**config.mk**
```make
export PLATFORM = sky130hd
export DESIGN_NAME = cccb_core
export DESIGN_NICKNAME = d
export VERILOG_FILES = /design/src/cccb_pkg.sv /design/src/cccb_core.sv
export VERILOG_INCLUDE_DIRS = /design/src /design/src/src
export SDC_FILE = /design/constraint.sdc
export NUM_CORES = 2
export LEC_CHECK = 0
export BUFFER_PORTS_ARGS = -buffer_cell sky130_fd_sc_hd__buf_2
export CAP_MARGIN = 40
export CORE_MARGIN = 3
export CORE_UTILIZATION = 60
export DETAILED_ROUTE_END_ITERATION = 8
export PLACE_DENSITY_LB_ADDON = 0.25
export SKIP_CTS_REPAIR_TIMING = 1
export SYNTH_ARGS = -nofsm -noshare
export SYNTH_HDL_FRONTEND = slang
export SYNTH_SLANG_ARGS = --single-unit
```
**constraint.sdc**
```tcl
create_clock -name clk -period 13.1 [get_ports clk]
set_input_delay 1.31 -clock clk [delete_from_list [all_inputs] [get_ports clk]]
set_output_delay 1.31 -clock clk [all_outputs]
set_load 0.02 [all_outputs]
```
**src/cccb_map.svh**
```systemverilog
// register offsets, status bit positions and fixed constants of the core slice
`ifndef CCCB_MAP_SVH
`define CCCB_MAP_SVH
`define CCCB_CMD_OFF 12'h000
`define CCCB_SRCX_OFF 12'h004
`define CCCB_DSTX_OFF 12'h008
`define CCCB_STAT_OFF 12'h00c
`define CCCB_REG_PAGE 6'h01
`define CCCB_STAT_BUSY 16
`define CCCB_PC 4'h0
`define CCCB_SP 4'h1
`define CCCB_SR 4'h2
`define CCCB_SR_C 0
`define CCCB_SR_Z 1
`define CCCB_SR_N 2
`define CCCB_SR_V 8
`define CCCB_MODE_LO 3
`define CCCB_MODE_HI 5
`define CCCB_MASK_C 20'h00001
`define CCCB_MASK_Z 20'h00002
`define CCCB_MASK_N 20'h00004
`define CCCB_WORD_STEP 20'h00002
`define CCCB_BYTE_STEP 20'h00001
`define CCCB_BCD_MAX 5'h09
`define CCCB_BCD_ADJ 5'h06
`endif

```
**src/cccb_pkg.sv**
```systemverilog
// types shared by the call/compare/decimal core slice
package cccb_pkg;
  typedef enum logic [3:0] {
    op_none, op_unconditional_jump, op_call, op_zero_destination,
    op_carry_flag_reset_op, op_sign_flag_reset_op, op_equal_flag_reset_op,
    op_compare_op, op_decimal_carry_add, op_decimal_sum_op
  } cccb_op_t;
  typedef enum logic [2:0] {
    sm_reg, sm_indexed, sm_symbolic, sm_absolute, sm_indirect, sm_autoinc, sm_immediate
  } cccb_src_mode_t;
  typedef struct packed {
    logic dst_mem;
    logic [3:0] dst_reg;
    logic [3:0] src_reg;
    cccb_src_mode_t src_mode;
    logic byte_op;
    cccb_op_t op;
  } cccb_cmd_t;
  typedef struct packed {
    logic [19:0] addr;
    logic [15:0] wdata;
    logic [1:0] be;
    logic we;
  } cccb_mem_t;
  typedef enum logic [2:0] {
    st_idle, st_dec, st_src, st_dst, st_exec, st_push, st_write
  } cccb_state_t;
endpackage

```
**src/cccb_core.sv**
```systemverilog
// execution slice: jump, call, clear, flag clears, compare and decimal add
`timescale 1ns/1ps
`include "cccb_map.svh"
module cccb_core
  import cccb_pkg::*;
(
  input wire logic clk,
  input wire logic rst_n,
  input wire logic [11:0] paddr,
  input wire logic psel,
  input wire logic penable,
  input wire logic pwrite,
  input wire logic [31:0] pwdata,
  output logic [31:0] prdata,
  output logic pready,
  output logic pslverr,
  output logic mem_valid,
  output cccb_mem_t mem_req,
  input wire logic mem_ready,
  input wire logic [15:0] mem_rdata,
  output logic busy
);
  cccb_state_t state, next_state;
  cccb_cmd_t cmd;
  cccb_mem_t next_req;
  logic [19:0] regs [16];
  logic [15:0] srcx, dstx, tmp, dval, dop, src_now, res, bcd_res, rd_val;
  logic [19:0] src_addr, dst_addr;
  logic [31:0] rd_mux;
  logic [16:0] cw;
  logic [8:0] cb;
  logic uses_src, src_mem, need_dst, writes_dst, new_c, new_v, new_z, new_n;
  logic reg_hit, map_hit, wr_ok, byte_sz;
  wire [4:0] bc;

  //////////////////////////////////////////////////////////////////////////////
  // apb slave, zero wait states
  assign pready = 1'b1;
  assign busy = state != st_idle;
  assign reg_hit = paddr[11:6] == `CCCB_REG_PAGE && paddr[1:0] == 2'h0;
  assign map_hit = reg_hit || paddr inside {`CCCB_CMD_OFF, `CCCB_SRCX_OFF,
                                            `CCCB_DSTX_OFF, `CCCB_STAT_OFF};
  // writes while an operation runs are refused so operands cannot shift under it
  assign wr_ok = psel && penable && pwrite && map_hit && !busy;
  assign pslverr = psel && penable && (!map_hit || (pwrite && busy));

  always_comb begin
    rd_mux = 32'h0;
    if (reg_hit) begin
      rd_mux = {12'h0, regs[paddr[5:2]]};
    end else begin
      case (paddr)
        `CCCB_CMD_OFF: rd_mux = {15'h0, cmd};
        `CCCB_SRCX_OFF: rd_mux = {16'h0, srcx};
        `CCCB_DSTX_OFF: rd_mux = {16'h0, dstx};
        `CCCB_STAT_OFF: begin
          rd_mux = {16'h0, regs[`CCCB_SR][15:0]};
          rd_mux[`CCCB_STAT_BUSY] = busy;
        end
        default: rd_mux = 32'h0;
      endcase
    end
  end

  always_ff @(posedge clk or negedge rst_n) begin
    if (!rst_n) begin
      prdata <= 32'h0;
    end else if (psel && !penable) begin
      prdata <= rd_mux;
    end
  end

  always_ff @(posedge clk or negedge rst_n) begin
    if (!rst_n) begin
      cmd <= '0;
      srcx <= 16'h0;
      dstx <= 16'h0;
    end else if (wr_ok) begin
      if (paddr == `CCCB_CMD_OFF) cmd <= cccb_cmd_t'(pwdata[16:0]);
      if (paddr == `CCCB_SRCX_OFF) srcx <= pwdata[15:0];
      if (paddr == `CCCB_DSTX_OFF) dstx <= pwdata[15:0];
    end
  end

  //////////////////////////////////////////////////////////////////////////////
  // operand decode
  always_comb begin
    uses_src = cmd.op inside {op_unconditional_jump, op_call, op_compare_op,
                              op_decimal_sum_op};
    src_mem = uses_src && cmd.src_mode inside {sm_indexed, sm_symbolic, sm_absolute,
                                               sm_indirect, sm_autoinc};
    need_dst = cmd.dst_mem && cmd.op inside {op_compare_op, op_decimal_carry_add,
                                             op_decimal_sum_op};
    writes_dst = cmd.op inside {op_zero_destination, op_decimal_carry_add,
                                op_decimal_sum_op};
  end

  always_comb begin
    case (cmd.src_mode)
      sm_indexed: src_addr = regs[cmd.src_reg] + {{4{srcx[15]}}, srcx};
      sm_symbolic: src_addr = regs[`CCCB_PC] + {{4{srcx[15]}}, srcx};
      sm_absolute: src_addr = {4'h0, srcx};
      default: src_addr = regs[cmd.src_reg];
    endcase
    if (!uses_src) begin
      src_now = 16'h0;
    end else if (cmd.src_mode == sm_immediate) begin
      src_now = srcx;
    end else begin
      src_now = regs[cmd.src_reg][15:0];
    end
  end

  assign dst_addr = regs[cmd.dst_reg] + {{4{dstx[15]}}, dstx};
  assign dop = cmd.dst_mem ? dval : regs[cmd.dst_reg][15:0];
  // jump and call are word operations whatever the size bit says
  assign byte_sz = cmd.byte_op && !(cmd.op inside {op_unconditional_jump, op_call});
  assign rd_val = !byte_sz ? mem_rdata :
                  {8'h0, mem_req.addr[0] ? mem_rdata[15:8] : mem_rdata[7:0]};

  //////////////////////////////////////////////////////////////////////////////
  // arithmetic
  // carry enters the lowest digit; byte results take the carry out of digit 1
  assign bc[0] = regs[`CCCB_SR][`CCCB_SR_C];
  for (genvar gi = 0; gi < 4; gi++) begin : g_digit
    logic [4:0] dsum;
    assign dsum = {1'b0, dop[4*gi+:4]} + {1'b0, tmp[4*gi+:4]} + {4'h0, bc[gi]};
    assign bc[gi+1] = dsum > `CCCB_BCD_MAX;
    // non-bcd digits simply run through the same adjust, result meaningless
    assign bcd_res[4*gi+:4] = bc[gi+1] ? 4'(dsum + `CCCB_BCD_ADJ) : dsum[3:0];
  end

  assign cw = {1'b0, dop} + {1'b0, ~tmp} + 17'h1;
  assign cb = {1'b0, dop[7:0]} + {1'b0, ~tmp[7:0]} + 9'h1;

  always_comb begin
    res = 16'h0;
    new_c = regs[`CCCB_SR][`CCCB_SR_C];
    new_v = regs[`CCCB_SR][`CCCB_SR_V];
    case (cmd.op)
      op_compare_op: begin
        res = cmd.byte_op ? {8'h0, cb[7:0]} : cw[15:0];
        new_c = cmd.byte_op ? cb[8] : cw[16];
        if (cmd.byte_op) begin
          new_v = (dop[7] != tmp[7]) && (cb[7] != dop[7]);
        end else begin
          new_v = (dop[15] != tmp[15]) && (cw[15] != dop[15]);
        end
      end
      op_decimal_carry_add, op_decimal_sum_op: begin
        res = cmd.byte_op ? {8'h0, bcd_res[7:0]} : bcd_res;
        // overflow is undefined here; it is simply left as it was
        new_c = cmd.byte_op ? bc[2] : bc[4];
      end
      default: res = 16'h0;
    endcase
    new_z = cmd.byte_op ? res[7:0] == 8'h0 : res == 16'h0;
    new_n = cmd.byte_op ? res[7] : res[15];
  end

  //////////////////////////////////////////////////////////////////////////////
  // sequencing
  always_comb begin
    next_state = state;
    case (state)
      st_idle: if (wr_ok && paddr == `CCCB_CMD_OFF) next_state = st_dec;
      st_dec: next_state = src_mem ? st_src : (need_dst ? st_dst : st_exec);
      st_src: if (mem_ready) next_state = need_dst ? st_dst : st_exec;
      st_dst: if (mem_ready) next_state = st_exec;
      st_exec: begin
        if (cmd.op == op_call) begin
          next_state = st_push;
        end else if (writes_dst && cmd.dst_mem) begin
          next_state = st_write;
        end else begin
          next_state = st_idle;
        end
      end
      st_push, st_write: if (mem_ready) next_state = st_idle;
      default: next_state = st_idle;
    endcase
  end

  always_ff @(posedge clk or negedge rst_n) begin
    if (!rst_n) begin
      state <= st_idle;
    end else begin
      state <= next_state;
    end
  end

  always_comb begin
    next_req = '0;
    next_req.be = 2'b11;
    case (next_state)
      st_src: next_req.addr = src_addr;
      st_dst: next_req.addr = dst_addr;
      st_push: begin
        next_req.addr = regs[`CCCB_SP] - `CCCB_WORD_STEP;
        next_req.wdata = regs[`CCCB_PC][15:0];
        next_req.we = 1'b1;
      end
      st_write: begin
        next_req.addr = dst_addr;
        next_req.wdata = cmd.byte_op ? {res[7:0], res[7:0]} : res;
        next_req.we = 1'b1;
      end
      default: next_req.addr = 20'h0;
    endcase
    if (byte_sz && next_state inside {st_src, st_dst, st_write}) begin
      next_req.be = next_req.addr[0] ? 2'b10 : 2'b01;
    end
  end

  // request is loaded only on a state change so it holds while the memory stalls
  always_ff @(posedge clk or negedge rst_n) begin
    if (!rst_n) begin
      mem_req <= '0;
    end else if (next_state != state) begin
      mem_req <= next_req;
    end
  end

  assign mem_valid = state inside {st_src, st_dst, st_push, st_write};

  always_ff @(posedge clk or negedge rst_n) begin
    if (!rst_n) begin
      tmp <= 16'h0;
      dval <= 16'h0;
    end else begin
      if (state == st_dec) tmp <= src_now;
      if (state == st_src && mem_ready) tmp <= rd_val;
      if (state == st_dst && mem_ready) dval <= rd_val;
    end
  end

  //////////////////////////////////////////////////////////////////////////////
  // register file: pc, sp, status word and general registers
  always_ff @(posedge clk or negedge rst_n) begin
    if (!rst_n) begin
      for (int i = 0; i < 16; i++) regs[i] <= 20'h0;
    end else begin
      if (wr_ok && reg_hit) regs[paddr[5:2]] <= pwdata[19:0];
      if (state == st_src && mem_ready && cmd.src_mode == sm_autoinc) begin
        regs[cmd.src_reg] <= regs[cmd.src_reg] +
                             (byte_sz ? `CCCB_BYTE_STEP : `CCCB_WORD_STEP);
      end
      if (state == st_exec) begin
        // flag writes touch only c, z, n, v; mode bits stay put
        case (cmd.op)
          op_unconditional_jump: regs[`CCCB_PC] <= {4'h0, tmp};
          op_call: regs[`CCCB_SP] <= regs[`CCCB_SP] - `CCCB_WORD_STEP;
          op_carry_flag_reset_op: regs[`CCCB_SR] <= regs[`CCCB_SR] & ~`CCCB_MASK_C;
          op_sign_flag_reset_op: regs[`CCCB_SR] <= regs[`CCCB_SR] & ~`CCCB_MASK_N;
          op_equal_flag_reset_op: regs[`CCCB_SR] <= regs[`CCCB_SR] & ~`CCCB_MASK_Z;
          op_compare_op: begin
            // destination register untouched, upper bits included
            regs[`CCCB_SR][`CCCB_SR_C] <= new_c;
            regs[`CCCB_SR][`CCCB_SR_Z] <= new_z;
            regs[`CCCB_SR][`CCCB_SR_N] <= new_n;
            regs[`CCCB_SR][`CCCB_SR_V] <= new_v;
          end
          op_zero_destination, op_decimal_carry_add, op_decimal_sum_op: begin
            if (!cmd.dst_mem) begin
              regs[cmd.dst_reg] <= cmd.byte_op ? {12'h0, res[7:0]} : {4'h0, res};
            end
            if (cmd.op != op_zero_destination) begin
              regs[`CCCB_SR][`CCCB_SR_C] <= new_c;
              regs[`CCCB_SR][`CCCB_SR_Z] <= new_z;
              regs[`CCCB_SR][`CCCB_SR_N] <= new_n;
            end
          end
          default: regs[`CCCB_PC] <= regs[`CCCB_PC];
        endcase
      end
      if (state == st_push && mem_ready) regs[`CCCB_PC] <= {4'h0, tmp};
    end
  end
endmodule

```
# Word level (Yosys, flattened, before mapping)
# Cells that the tools add are included.
dict set report classes {
  addsub 21
  n_mul 0
  div 0
  magnitude_cmp 10
  n_eq_ne 40
  shifts 0
  mux 71
  bitwise_logic 5
  n_reduce_logical 58
}
# cell count
set op_table {}
lappend op_table {{$mux 320} 4}
lappend op_table {{$bwmux 320} 3}
lappend op_table {{$mux 260} 1}
lappend op_table {{$bmux 20 s4} 3}
lappend op_table {{$demux 20 s4} 3}
lappend op_table {{$mux 20} 10}
lappend op_table {{$pmux 20 s3} 3}
lappend op_table {{$mux 16} 10}
lappend op_table {{$pmux 17 s4} 1}
lappend op_table {{$pmux 16 s2} 2}
lappend op_table {{$add 20x20->20} 3}
lappend op_table {{$pmux 20 s2} 1}
lappend op_table {{$mux 32} 1}
lappend op_table {{$mux 3} 9}
lappend op_table {{$eq 12x4->1 const B} 2}
lappend op_table {{$eq 3x3->1 const B} 8}
lappend op_table {{$logic_and 1x1->1} 24}
lappend op_table {{$pmux 11 s2} 1}
lappend op_table {{$add 20x2->20} 1}
lappend op_table {{$add 4x4->5} 4}
lappend op_table {{$add 5x1->5} 4}
lappend op_table {{$gt 5x4->1 const B} 4}
lappend op_table {{$sub 20x2->20 const B} 1}
lappend op_table {{$eq 3x2->1 const B} 6}
lappend op_table {{other kinds (46)} 96}
dict set report word_totals {
  register_bits 475
  latch_bits 0
  ramBits 0
  romBits 0
  inputBits 66
  out_inout_bits 75
  elab_cells 240
  mem_count 0
}

# Depth between registers and ports, before layout
dict set report depth {
  ltp_word 24
  ltp_mapped 42
  mapped_depth_nobuf 38
}

# Least setup slack after synthesis
# Ideal clock, no wire load.
dict set report synth_path {
  kind {register to register}
  startpoint {register cmd[12] (netlist bit)}
  endpoint {register regs[261] (netlist bit)}
  setup_time_ns 0.082
  arrival_time_ns 10.674
  required_time_ns 13.018
  path_slack_ns 2.343
  stages_incl_launch_ff 40
  period_less_slack_ns 10.757
  path_cell_list {dfrtp_1 clkbuf_1 buf_2 buf_2 buf_1 mux4_2 mux4_2 mux2i_1 inv_1 fa_1 fa_1 xnor2_1 inv_1 a2111o_1 a32o_1 fa_1 inv_1 fa_1 (+4 left out) inv_1 fa_1 xor2_1 a21oi_1 o31ai_1 fa_1 inv_1 fa_1 inv_1 ha_1 a21o_1 o21a_1 xnor2_1 a21oi_1 and3_1 nand4_1 o311a_1 o22ai_1}
}
dict set report synth_between {
  elab_chain_len 22
}
# element line
set synth_lines {}
lappend synth_lines {{start, declared} cccb_core.sv:24} ;# cccb_cmd_t cmd;
lappend synth_lines {{start signal, assigned} cccb_core.sv:79} ;# if (paddr == `CCCB_CMD_OFF) cmd <= cccb_cmd_t'(pwdata[16:0]);
lappend synth_lines {{$not 4->5 (*)} {cccb_core.sv:115, cccb_core.sv:265}}
lappend synth_lines {{$bmux 20 s4} cccb_core.sv:115} ;# assign dop = cmd.dst_mem ? dval : regs[cmd.dst_reg][15:0];
lappend synth_lines {{$mux 20 (not written as such) (2 in series)} cccb_core.sv:115}
lappend synth_lines {{$mux 16} cccb_core.sv:115}
lappend synth_lines {{$add 4x4->5} cccb_core.sv:127} ;# assign dsum = {1'b0, dop[4*gi+:4]} + {1'b0, tmp[4*gi+:4]} + {4'h0, bc[gi]};
lappend synth_lines {{$add 5x1->5} cccb_core.sv:127}
lappend synth_lines {{$gt 5x4->1 (no line)} -}
lappend synth_lines {{$add 5x1->5} cccb_core.sv:127}
lappend synth_lines {{(+5 left out)} -}
lappend synth_lines {{$mux 4} cccb_core.sv:130} ;# assign bcd_res[4*gi+:4] = bc[gi+1] ? 4'(dsum + `CCCB_BCD_ADJ) : dsum[3:0];
lappend synth_lines {{$mux 16} cccb_core.sv:151} ;# res = cmd.byte_op ? {8'h0, bcd_res[7:0]} : bcd_res;
lappend synth_lines {{$pmux 16 s2} cccb_core.sv:140} ;# case (cmd.op)
lappend synth_lines {{$logic_not 16->1} cccb_core.sv:157} ;# new_z = cmd.byte_op ? res[7:0] == 8'h0 : res == 16'h0;
lappend synth_lines {{$mux 1} cccb_core.sv:157}
lappend synth_lines {{$mux 3} cccb_core.sv:267} ;# if (cmd.op != op_zero_destination) begin
lappend synth_lines {{$pmux 3 s5 (*)} cccb_core.sv:250} ;# case (cmd.op)
lappend synth_lines {{$mux 320 (*)} cccb_core.sv:248} ;# if (state == st_exec) begin
lappend synth_lines {{end signal, assigned by index} cccb_core.sv:251} ;# op_unconditional_jump: regs[`CCCB_PC] <= {4'h0, tmp};
lappend synth_lines {{end signal, assigned by index} cccb_core.sv:252} ;# op_call: regs[`CCCB_SP] <= regs[`CCCB_SP] - `CCCB_WORD_STEP;
lappend synth_lines {{end signal, assigned by index} cccb_core.sv:268} ;# regs[`CCCB_SR][`CCCB_SR_C] <= new_c;
lappend synth_lines {{end, declared} cccb_core.sv:26} ;# logic [19:0] regs [16];
# Every way passes the cells marked *; elsewhere a longest branch is shown, timed or not. The select of a mux whose other input is x is not followed.
# A chain may end at the register's enable or synchronous reset.

# Worst setup path after layout
dict set report layout_path {
  startpoint {register cmd[13] (netlist bit)}
  endpoint {register regs[261] (netlist bit)}
}
# Same word-level chain as after synthesis.

==> results.yml <==
floorplan:
  die_y_um: 258
  dieWidth_um: 258
  rows: 91
  coreArea_mm2: 0.0622
  start_util_pct: 61.2
  io_pins: 141
  die-area_mm2: 0.0664
clock_network:
  cts.sinks: 463
  cts_htree_levels: 2
  clk_latency_ns: 0.65
  clk_pin_slew_worst_paths_ns: 0.06
  cts_tree: "done"
  cts_buffers: 54
  cts_max_path_buffers: 3
  cts-root-buf: "clkbuf_16"
timing:
  drv_slew: 0
  worst_pin_slew_ns: 1.11
  hold_violations: 0
  tns_ns: 0
  grt_setup_unrepaired: "false"
  max_freq_mhz: 88.6
  maxSlewHeadroom_pct: 25.8
  clock_skew_ns: 0.0242
  post-route-period-util_pct: 86.2
  setup_viol: 0
  fin_crit_ns: 11.29
pwr:
  p_int_mw: 2.72
  p_comb_share_pct: 27.2
  power_density_mw_per_mm2: 103
  p_leak_nw: 16.6
  totalPowerFinal_mw: 4.28
  p_sw_share_pct: 36.5
  pwr-share-seq_pct: 35.3
  vdd_drop_max_v: 0.000192
  p_clk_share_pct: 37.5
  p_sw_mw: 1.56
critical_path:
  cp_max_fo: 42
  cp-end-kind: "flip-flop"
  path_class: "flip-flop to flip-flop"
  slowest_delay_ns: 0.90
  cp_slowest_cell: "dfrtp_4"
  critPathLaunchType: "flip-flop"
  worst_ep_required_time_ns: 13.66
  r2r_cells: 36
  crit_top_cell: "fa_1"
  ff2ff_setup_slack_ns: 1.81
  worstPathArrival_ns: 11.85
status:
  run_status: "finished with violations"
  violations: "DRC"
final_layout:
  final_cell_mix: "nand2_1 (569), dfrtp_1 (457), o21ai_0 (456)"
  syn_to_final_growth_pct: 8.93
  final_cells: 4798
  drive_above_1_share_pct: 21.0
  nNetsFinal: 4056
  final_common_cell: "nand2_1"
  fin_util_pct: 66.6
global_route:
  grt_max_degree: 157
  grt_overflow: 0
  antenna_found_initial: 20
  grtUsageTotal_pct: 48.8
  grt_pass1_wl_mm: 237
  grt_pass1_vias: 34400
place:
  dp.cells: 4683
  dp_hpwl_mm: 111
  io_buffers: 115
  gp_congestion: 1.06
worst_hold_path:
  hp-class: "flip-flop to flip-flop"
  whs_path_depth: 2
logic_synthesis:
  synth_area_mm2: 0.0380
  ys.flop_type: "dfrtp_1"
  yosys.area.top_type: "dfrtp_1"
  synth_top_cell_area_share_pct: 30.5
  synthCells: 3962
  ys_ff_latch: 463
  async_flop_share_pct: 100
  synth-seq-area-share_pct: 30.5
  synth_edf_count: 0
  synth_cell_types: 93
  synth_area_leaders: "dfrtp_1 (30%), mux4_2 (16%), mux2i_1 (6.3%), o21ai_0 (6.0%), nand2_1 (5.6%)"
  postSynthAreaPerCell_um2: 9.60
  yosysWarnings: 0
drt:
  drc: 6
  wl_met3_mm: 29.8
  wl_mm: 164
  wl_per_cell_um: 34.2
  antenna_left: 0
  drt_iter0_markers: 6833
  vias_per_cell: 7.73
  dr_total_vias: 37100
  highest-signal-layer: "met5"
  wl_met1_mm: 54.3
  met2_length_mm: 64.6
  dr.pass1.iters: 9
job:
  max-cap-violations: 0
-- path summary, 6_finish.rpt --
| kind | start | to |
|---|---|---|
| worst max-delay path | cmd[13]$_DFFE_PN0P_ | regs[261]$_DFFE_PN0P_ |
| worst min-delay path | mem_req[26]$_DFFE_PN0P_ | mem_req[26]$_DFFE_PN0P_ |
| worst max register to register | cmd[13]$_DFFE_PN0P_ | regs[261]$_DFFE_PN0P_ |
| worst min register to register | mem_req[26]$_DFFE_PN0P_ | mem_req[26]$_DFFE_PN0P_ |
| max in group asynchronous | rst_n | prdata[14]$_DFFE_PN0P_ |
| min in group asynchronous | rst_n | dval[5]$_DFFE_PN0P_ |
-- Yosys cell counts, drive strengths merged (25+ instances only) --
| library cell | instances |
|---|---|
| xnor2 | 55 |
| buf | 108 |
| inv | 53 |
| a31oi | 25 |
| a21oi | 187 |
| nand3 | 106 |
| clkbuf | 293 |
| mux2i | 241 |
| nor2 | 219 |
| o221ai | 30 |
| a21o | 29 |
| o211ai | 103 |
| dfrtp | 463 |
| nand2b | 25 |
| o21ai | 460 |
| nand2 | 571 |
| nor3 | 48 |
| xor2 | 31 |
| mux2 | 107 |
| a22oi | 61 |
| mux4 | 315 |
| a211oi | 60 |
| ha | 74 |
-- kinds of logic (layout without fill, tap and decap cells) --
| kind of cell | Yosys count | after routing | share of synthesized area [%] |
|---|---|---|---|
| DFF | 463 | 463 | 30.5 |
| buffers and inverters | 455 | 428 | 5.07 |
| AOI/OAI and AO/OA | 1099 | 1099 | 18.0 |
| other | 2 | 28 | 0.0197 |
| muxes | 663 | 663 | 28.5 |
| xor gates and xnor gates | 86 | 86 | 2.04 |
| adders and majority gates | 86 | 86 | 3.07 |
| and+or+nand+nor | 1108 | 1108 | 12.8 |
-- layout make-up --
class,instances,area (um2)
multi-input combinational,3055,24700
timing repair buffer,276,2020
sequential,463,11600
clock buffer,75,1560
clock inverter,23,265
fill,5049,20700
antenna,15,37.5
inverter,54,203
tap,837,1050
-- metal layers --
layer | up-vias | track usage [%]
li1 | 14800 | -
met1 | 17700 | 60.3
met2 | 3569 | 66.2
met3 | 988 | 24.8
met4 | 16 | 33.2
met5 | - | 1.61
-- registers in the layout, indices dropped and copies added, names as in the netlist --
signal   flops
bc           1
cmd         17
dstx        16
dval        16
mem_req     39
prdata      20
regs       319
srcx        16
state        3
tmp         16
-- critical path: cells and delay by family (launching register included) --
family | cells | cell delay [ns]
adder cells (fa/ha/maj) | 8 | 3.42
AO/OA/AOI/OAI | 10 | 2.82
multiplexers | 3 | 1.18
XOR/XNOR | 4 | 1.07
flip-flops | 1 | 0.90
AND/OR/NAND/NOR | 5 | 0.90
buffers and inverters | 6 | 0.90
-- power by group through the flow --
stage          registers [mW]  clock network, mW  logic [mW]
5_1_grt                  1.51               1.65        1.19
2_1_floorplan            1.53                  0       0.612
3_3_place_gp             1.53                  0        1.07
3_5_place_dp             1.53                  0        1.08
4_1_cts                  1.50               1.59        1.08
6_report                 1.51               1.60        1.16
-- stage by stage --
step / hold WS [ns] / worst slack [ns] / cell area, um2
2_1_floorplan: 0.444 / 2.34 / 38100
3_3_place_gp: 0.456 / 2.33 / 39100
3_5_place_dp: 0.464 / 2.26 / 39600
4_1_cts: 0.477 / 2.17 / 41400
5_1_grt: 0.488 / 1.31 / 41400
6_report: 0.470 / 1.81 / 41400
No activity file was read; power rests on OpenSTA's default activity.
